**src/logic/wtm_defs.svh**
```systemverilog
// constants of the wide timer: register offsets, field positions, reset values
// assumes an apb slave with 32-bit data, one register per aligned word
//
// Overview of operation
// - rate code held in mode bits 6..4
// - code 000 divides by 256, 111 by 2
// - 16-bit up count in two r/w bytes
// - event mode counts edges, holds when disabled
// - external source with direction one counts rises
// - measure bit selects width measurement mode
// - width measurement counts prescaled internal ticks
// - code 10 measures high pulse width
// - code 11 measures low pulse width
// - flag clear waits for start edge
// - stop edge sets flag, halts, latches count
// - clearing flag re-arms measurement automatically
// - reads show latched or live count
// - overflow sets flag, auto-recount decides continue
`ifndef WTM_DEFS_SVH
`define WTM_DEFS_SVH

// byte addresses
`define WTM_MODE_OFS   12'h000
`define WTM_CNTL_OFS   12'h004
`define WTM_CNTH_OFS   12'h008
`define WTM_STAT_OFS   12'h00c
`define WTM_MASK_OFS   12'h010

// mode register fields
`define WTM_EN_BIT     7
`define WTM_RATE_HI    6
`define WTM_RATE_LO    4
`define WTM_CKS_BIT    3
`define WTM_ARC_BIT    2
`define WTM_G1_BIT     1
`define WTM_G0_BIT     0

// status bits: overflow, measurement done
`define WTM_ST_OVF     0
`define WTM_ST_MEAS    1
`define WTM_NUM_EVT    2

`define WTM_MODE_RST   8'h00
`define WTM_CNT_RST    16'h0000
`define WTM_PRE_W      8

`endif

```
**src/logic/wtm_pkg.sv**
```systemverilog
// types of the wide timer
// assumes the defs header supplies numbers
package wtm_pkg;
  typedef enum logic [1:0] {WTM_IDLE, WTM_ARMED, WTM_MEAS, WTM_DONE} wtm_meas_t;
endpackage

```
**src/logic/wtm_prescaler.sv**
```systemverilog
// free running prescaler giving one-cycle tick at pclk / 2^(8-rate)
// assumes pclk is the instruction clock
`timescale 1ns/1ps
`default_nettype none
`include "wtm_defs.svh"
module wtm_prescaler
(
  input  wire logic       pclk,
  input  wire logic       presetn,
  input  wire logic [2:0] rate,
  output logic            tick
);
  logic [`WTM_PRE_W-1:0] div_reg;
  logic [`WTM_PRE_W-1:0] div_next;
  logic [`WTM_PRE_W-1:0] lim;

  // rate 000 -> 256, 111 -> 2
  assign lim      = 8'hff >> rate;
  assign div_next = (div_reg >= lim) ? 8'h00 : div_reg + 8'h01;

  always_ff @(posedge pclk or negedge presetn)
  begin
    if (!presetn)
    begin
      div_reg <= 8'h00;
      tick    <= 1'b0;
    end
    else
    begin
      div_reg <= div_next;
      tick    <= (div_reg >= lim);
    end
  end
endmodule
`default_nettype wire

```
**src/logic/wtm_sync.sv**
```systemverilog
// two flip-flop synchroniser for the input pin
// assumes a single pclk domain
`timescale 1ns/1ps
`default_nettype none
module wtm_sync
(
  input  wire logic pclk,
  input  wire logic presetn,
  input  wire logic d,
  output logic      q
);
  logic meta_reg;

  // first stage read only by second
  always_ff @(posedge pclk or negedge presetn)
  begin
    if (!presetn)
    begin
      meta_reg <= 1'b0;
      q        <= 1'b0;
    end
    else
    begin
      meta_reg <= d;
      q        <= meta_reg;
    end
  end
endmodule
`default_nettype wire

```
**src/logic/wtm_top.sv**
```systemverilog
// wide timer: 16-bit timer, event counter and pulse width measure, apb slave
// assumes pclk is the instruction clock and the input pin is asynchronous
`timescale 1ns/1ps
`default_nettype none
`include "wtm_defs.svh"
module wtm_top
(
  input  wire logic        pclk,
  input  wire logic        presetn,
  input  wire logic        psel,
  input  wire logic        penable,
  input  wire logic        pwrite,
  input  wire logic [11:0] paddr,
  input  wire logic [31:0] pwdata,
  output logic [31:0]      prdata,
  output logic             pready,
  output logic             pslverr,
  input  wire logic        event_input_pin,
  output logic             wide_timer_irq
);

  ////////////////////////////////////////////////////////////////////////
  // registers and wires
  logic [7:0]  mode_reg;
  logic [15:0] cnt_reg;
  logic [`WTM_NUM_EVT-1:0] stat_reg;
  logic [`WTM_NUM_EVT-1:0] mask_reg;
  logic        pin_s;
  logic        pin_d_reg;
  logic        tick;
  wtm_pkg::wtm_meas_t meas_reg;
  wtm_pkg::wtm_meas_t meas_next;

  wtm_sync u_sync
  (
    .pclk    (pclk),
    .presetn (presetn),
    .d       (event_input_pin),
    .q       (pin_s)
  );

  wtm_prescaler u_pre
  (
    .pclk    (pclk),
    .presetn (presetn),
    .rate    (mode_reg[`WTM_RATE_HI:`WTM_RATE_LO]),
    .tick    (tick)
  );

  ////////////////////////////////////////////////////////////////////////
  // apb decode; zero wait state, unmapped gives slverr
  wire acc      = psel & penable;
  wire wr       = acc & pwrite;
  wire sel_mode = (paddr == `WTM_MODE_OFS);
  wire sel_cntl = (paddr == `WTM_CNTL_OFS);
  wire sel_cnth = (paddr == `WTM_CNTH_OFS);
  wire sel_stat = (paddr == `WTM_STAT_OFS);
  wire sel_mask = (paddr == `WTM_MASK_OFS);
  wire mapped   = sel_mode | sel_cntl | sel_cnth | sel_stat | sel_mask;
  wire wr_mode  = wr & sel_mode;
  wire wr_cntl  = wr & sel_cntl;
  wire wr_cnth  = wr & sel_cnth;
  wire wr_stat  = wr & sel_stat;
  wire wr_mask  = wr & sel_mask;

  // read words, zero above the byte; count bytes always show the counter:
  // latched when halted, live otherwise
  wire [31:0] rd_mode = {24'h000000, mode_reg};
  wire [31:0] rd_cntl = {24'h000000, cnt_reg[7:0]};
  wire [31:0] rd_cnth = {24'h000000, cnt_reg[15:8]};
  wire [31:0] rd_stat = {30'h0, stat_reg};
  wire [31:0] rd_mask = {30'h0, mask_reg};
  wire [31:0] rd_mux =
    sel_mode ? rd_mode :
    sel_cntl ? rd_cntl :
    sel_cnth ? rd_cnth :
    sel_stat ? rd_stat :
    sel_mask ? rd_mask : 32'h00000000;

  ////////////////////////////////////////////////////////////////////////
  // mode fields
  wire en      = mode_reg[`WTM_EN_BIT];
  wire cks     = mode_reg[`WTM_CKS_BIT];
  wire arc     = mode_reg[`WTM_ARC_BIT];
  wire g1      = mode_reg[`WTM_G1_BIT];  // measure enable
  wire g0      = mode_reg[`WTM_G0_BIT];

  // edges of the synchronised pin
  wire rise    = pin_s & ~pin_d_reg;
  wire fall    = ~pin_s & pin_d_reg;
  // event mode: g0=1 rising, g0=0 falling
  wire ev_edge = g0 ? rise : fall;
  // measure: high pulse starts on rise, low pulse on fall
  wire m_start = g0 ? fall : rise;
  wire m_stop  = g0 ? rise : fall;

  wire irq_flag = stat_reg[`WTM_ST_OVF] | stat_reg[`WTM_ST_MEAS];

  ////////////////////////////////////////////////////////////////////////
  // measurement sequencer
  always_comb
  begin
    meas_next = meas_reg;
    // dropping enable or the measure bit returns to idle from any state;
    // a pending overflow flag also blocks the start edge
    case (meas_reg)
      // armed once enable and the measure bit are both set
      wtm_pkg::WTM_IDLE:
        if (en && g1)
          meas_next = wtm_pkg::WTM_ARMED;
      wtm_pkg::WTM_ARMED:
        if (!(en && g1))
          meas_next = wtm_pkg::WTM_IDLE;
        else if (!irq_flag && m_start)
          meas_next = wtm_pkg::WTM_MEAS;  // wait for start edge
      wtm_pkg::WTM_MEAS:
        if (!(en && g1))
          meas_next = wtm_pkg::WTM_IDLE;
        else if (m_stop)
          meas_next = wtm_pkg::WTM_DONE;  // halt and hold count
      // count holds here until software clears the done flag
      wtm_pkg::WTM_DONE:
        if (!(en && g1))
          meas_next = wtm_pkg::WTM_IDLE;
        else if (!stat_reg[`WTM_ST_MEAS])
          meas_next = wtm_pkg::WTM_ARMED; // re-arm once flag cleared
      default:
        meas_next = wtm_pkg::WTM_IDLE;
    endcase
  end

  ////////////////////////////////////////////////////////////////////////
  // counting
  // overflow stop without auto-recount waits for the flag to clear
  wire ovf_hold = ~arc & stat_reg[`WTM_ST_OVF];
  // measurement counts prescaled internal ticks, not pin edges
  wire inc_tmr  = en & ~g1 & ~cks & tick;
  wire inc_evt  = en & ~g1 & cks & ev_edge;  // one per selected edge
  wire inc_meas = (meas_reg == wtm_pkg::WTM_MEAS) & tick & ~m_stop;
  // disabled enable bit leaves count untouched, except one measure tick in the cycle before the sequencer drops to idle
  wire inc      = (inc_tmr | inc_evt | inc_meas) & ~ovf_hold;
  wire ovf      = inc & (cnt_reg == 16'hffff);
  wire meas_ev  = (meas_reg == wtm_pkg::WTM_MEAS) & (meas_next == wtm_pkg::WTM_DONE);

  wire [`WTM_NUM_EVT-1:0] evt = {meas_ev, ovf};
  // hardware set wins over write-one clear
  wire [`WTM_NUM_EVT-1:0] stat_next =
    (stat_reg & ~(wr_stat ? pwdata[`WTM_NUM_EVT-1:0] : 2'b00)) | evt;

  wire [15:0] cnt_inc = cnt_reg + 16'h0001;  // exactly one step

  // a bus write to either byte beats a tick in the same cycle;
  // software writing a running count may lose that one step
  wire [15:0] cnt_next =
    wr_cntl ? {cnt_reg[15:8], pwdata[7:0]} :
    wr_cnth ? {pwdata[7:0], cnt_reg[7:0]} :
    inc     ? cnt_inc :                       // wraps to zero, goes on with arc, else holds until the flag clears
              cnt_reg;

  // bus next values; every output is taken from a flop
  wire        pready_next  = psel & ~penable;  // ready one cycle after setup
  wire        pslverr_next = psel & ~penable & ~mapped;
  wire [31:0] prdata_next  = (psel & ~penable & ~pwrite) ? rd_mux : 32'h00000000;
  // set value used, so the request follows an event without extra delay
  wire        irq_next     = |(stat_next & mask_reg);  // only enabled sources

  ////////////////////////////////////////////////////////////////////////
  // state flops, one short process per register

  // previous pin level; reset low like the idle pin, so no false edge
  always_ff @(posedge pclk or negedge presetn)
  begin
    if (!presetn)
    begin
      pin_d_reg <= 1'b0;
    end
    else
    begin
      pin_d_reg <= pin_s;
    end
  end

  // measurement sequencer state
  always_ff @(posedge pclk or negedge presetn)
  begin
    if (!presetn)
    begin
      meas_reg <= wtm_pkg::WTM_IDLE;
    end
    else
    begin
      meas_reg <= meas_next;
    end
  end

  // sticky status: overflow and measurement done
  always_ff @(posedge pclk or negedge presetn)
  begin
    if (!presetn)
    begin
      stat_reg <= 2'b00;
    end
    else
    begin
      stat_reg <= stat_next;  // overflow and done flags
    end
  end

  // mode register, written whole
  always_ff @(posedge pclk or negedge presetn)
  begin
    if (!presetn)
    begin
      mode_reg <= `WTM_MODE_RST;
    end
    else if (wr_mode)
    begin
      mode_reg <= pwdata[7:0];  // rate in bits 6..4
    end
  end

  // interrupt mask, same layout as status
  always_ff @(posedge pclk or negedge presetn)
  begin
    if (!presetn)
    begin
      mask_reg <= 2'b00;
    end
    else if (wr_mask)
    begin
      mask_reg <= pwdata[`WTM_NUM_EVT-1:0];
    end
  end

  // count, no shadow copy, so a read between bytes may tear while running
  always_ff @(posedge pclk or negedge presetn)
  begin
    if (!presetn)
    begin
      cnt_reg <= `WTM_CNT_RST;
    end
    else
    begin
      cnt_reg <= cnt_next;
    end
  end

  ////////////////////////////////////////////////////////////////////////
  // bus outputs and interrupt, all registered

  // read data stands only in the access cycle, zero otherwise
  always_ff @(posedge pclk or negedge presetn)
  begin
    if (!presetn)
    begin
      prdata <= 32'h00000000;
    end
    else
    begin
      prdata <= prdata_next;
    end
  end

  // ready with zero wait states
  always_ff @(posedge pclk or negedge presetn)
  begin
    if (!presetn)
    begin
      pready <= 1'b0;
    end
    else
    begin
      pready <= pready_next;
    end
  end

  // error for an unmapped address; writes there are dropped
  always_ff @(posedge pclk or negedge presetn)
  begin
    if (!presetn)
    begin
      pslverr <= 1'b0;
    end
    else
    begin
      pslverr <= pslverr_next;
    end
  end

  // level interrupt request
  always_ff @(posedge pclk or negedge presetn)
  begin
    if (!presetn)
    begin
      wide_timer_irq <= 1'b0;
    end
    else
    begin
      wide_timer_irq <= irq_next;
    end
  end

endmodule
`default_nettype wire

```
**config.mk**
```make
export PLATFORM = sky130hd
export DESIGN_NAME = wtm_top
export DESIGN_NICKNAME = d
export VERILOG_FILES = /design/src/logic/wtm_pkg.sv /design/src/logic/wtm_prescaler.sv /design/src/logic/wtm_sync.sv /design/src/logic/wtm_top.sv
export VERILOG_INCLUDE_DIRS = /design/src /design/src/logic
export SDC_FILE = /design/constraint.sdc
export NUM_CORES = 1
export LEC_CHECK = 0
export ABC_AREA = 1
export BUFFER_PORTS_ARGS = -buffer_cell sky130_fd_sc_hd__buf_2
export CAP_MARGIN = 15
export CORE_UTILIZATION = 55
export DETAILED_ROUTE_END_ITERATION = 8
export GPL_ROUTABILITY_DRIVEN = 0
export GPL_TIMING_DRIVEN = 0
export PLACE_DENSITY = 0.82
export SLEW_MARGIN = 10
export SYNTH_ARGS = -nofsm -noshare
export SYNTH_HDL_FRONTEND = slang
export SYNTH_SLANG_ARGS = --single-unit
```
**constraint.sdc**
```tcl
create_clock -name pclk -period 3 [get_ports pclk]
set_clock_uncertainty 0.2 [all_clocks]
set_input_delay 0.6 -clock pclk [delete_from_list [all_inputs] [get_ports pclk]]
set_output_delay 0.6 -clock pclk [all_outputs]
set_load 0.005 [all_outputs]
```
==> results.tsv <==
metric	value	unit
ANT cells	0	
Fin. Hold Viols	0	
drt initial violations	224	
CP startpoint kind	flip-flop	
via count	3294	
Port Buf Inserts	36	
Fin Hold WS	0.0990	ns
Tot Pwr	0.00183	W
Post CTS Setup Buffer Count	0	
yosys warns	0	
drt first pass iters	5	
first-pass GRT wire length	13100	um
area delta synth->final	13.5	%
Mapped Area	3560	um^2
Least-Margin Pin Slew	0.868	ns
share of cells above drive strength 1	20.9	%
per-cell routed wire length	12.8	um
multi-input logic area	1890	um^2
DRT antenna net count	0	
Slew Viols, Final	0	
largest net degree at the start of global routing	54	
post-cts resize count	0	
PwrDens	452	nW/um^2
clock period minus worst slack	2.05	ns
Max transition margin	41.7	%
Compound-Gate Fraction of Synth Area	6.86	%
register area share after synthesis	37.3	%
Fmax	0.488	GHz
clock transition at the registers of the reported paths	0.10	ns
cells after synthesis	482	
commonest non-fill, non-tap cell in the layout	nand2_1	
max FFs per register	16	
outcome	completed	
Core Footprint	6060	um^2
Synth Area in XOR/XNOR	2.96	%
clk_lat worst skew	0.32	ns
largest fanout on the critical path	9	
Post-Synth Simple-Gate Area	37.7	%
total CTS buffers	5	
TritonCTS clock tree	yes	
remaining global-route overflow	0	
Final Setup Violations	0	
Post-CTS Hold Buffers	0	
post-synthesis mux area share	0	%
H-tree levels	2	
initial antenna violation count	0	
post-route core utilization	66.6	%
crit share post-route	68.3	%
combinational family with the most area after synthesis	simple AND/OR/NAND/NOR gates	
Ports	85	
residual DRC count	0	
fillers	512	
Max IR drop VDD	0.255	mV
leading post-synthesis cells by cell area	dfrtp_1 37%, nand2_1 16%, nand3_1 7.6%, buf_4 5.1%, inv_1 4.9%	
Max clock buf depth	2	
nets@finish	607	
crit path kind	flip-flop to flip-flop	
post-synth top area share	37.3	%
Netlist cell types	31	
average size of a mapped cell	7.38	um^2
root buffer cell	clkbuf_8	
die height	82.4	um
vias in the first global route	2929	
All-Layer GR Usage	25.5	%
TritonCTS Sinks	53	
post-placement cell area	3920	um^2
area leader, netlist	dfrtp_1	
commonest non-fill, non-tap cells in the layout	147 x nand2_1, 54 x nand3_1, 53 x dfrtp_1	
die area	6790	um^2
max cap viols	0	
Rows	28	
finished layout cell area	4040	um^2
Hold Crit Class	input pin to async pin	
RSZ-0062 raised after global routing	false	
dpl hpwl	6060	um
Horiz. Die Dim	82.4	um
Yosys reg bits	53	
Setup TNS	0	ns
routed vias/inst	5.28	
CP endpoint kind	flip-flop	
crit path DAT	2.03	ns
Crit path required time	2.98	ns
Starting Density	58.7	%
Reg area	1330	um^2
adder-cell share of the synthesized area	3.17	%
final wirelength	8010	um
Leak	2.20	nW
==> cell usage after synthesis <==
library cell,instances
ha_1,9
nor2_8,1
nor2_2,10
inv_2,3
nand4_1,10
o21ai_0,18
nand2_1,147
nand2_2,10
buf_6,4
xor2_1,10
nor3_4,1
nand3_4,2
conb_1,1
a211oi_1,1
nand2_4,4
dfrtp_1,53
buf_4,24
o211ai_1,5
clkinv_2,1
buf_2,2
nand3_1,54
inv_1,46
nor2_4,3
xnor2_1,2
nand3_2,1
nor3_1,4
a21oi_2,5
nor2_1,36
o21ai_1,6
a21oi_1,7
nand3b_1,2
==> where the power goes <==
| part | internal (W) | total (W) | switching, W |
|---|---|---|---|
| Sequential | 0.000782 | 0.000858 | 0.0000762 |
| Combinational | 0.000175 | 0.000449 | 0.000274 |
| Clock | 0.000255 | 0.000518 | 0.000263 |
| Total | 0.00121 | 0.00183 | 0.000613 |
==> kinds of logic after synthesis <==
family	count (synthesis)
other cells	1
simple gates	285
xor+xnor	12
buf+inv	80
flops	53
compound gates	42
fa+ha+maj	9
==> cell type report <==
class                   count  area share, %
well taps                  75           2.33
multi-input cells         372           46.9
clock buffers               5           1.71
plain buffers              30           5.83
clock inverters             3           1.18
flip-flops and latches     53           32.9
inverters                  50           4.68
repair buffers             36           4.53
==> path summary, 6_finish.rpt <==
check	from	to	slack, ns	depth (start not counted)
max	mode_reg[6]	u_pre.div_reg[7]	0.95	6
min	presetn	meas_reg[0]	0.1	1
max reg2reg	mode_reg[6]	u_pre.div_reg[7]	0.95	6
min reg2reg	u_sync.meta_reg	u_sync.q	0.16	0
max in group asynchronous	presetn	cnt_reg[5]	2.06	1
min in group pclk	u_sync.meta_reg	u_sync.q	0.16	0
==> stage by stage <==
step,std cells,worst slack (ns)
2_1_floorplan,505,1.18
3_3_place_gp,616,0.934
3_5_place_dp,616,0.905
4_1_cts,624,0.923
5_1_grt,624,0.787
6_report,624,0.950
==> routing by layer <==
layer	GRT usage (%)	share of wire [%]	up-vias
li1	-	-	1626
met1	31.8	43	1498
met2	44.3	48	147
met3	3.52	6.6	23
met4	10.4	2.9	0
met5	0	0	-
==> critical path, stage by stage (launching register included) <==
cell and delay, ns:
dfrtp_1 0.41, inv_1 0.16, nand3_1 0.11, ha_1 0.30
nand2_1 0.07, o211ai_1 0.56, nor2_1 0.10
Power figures use the tool's default switching activity.
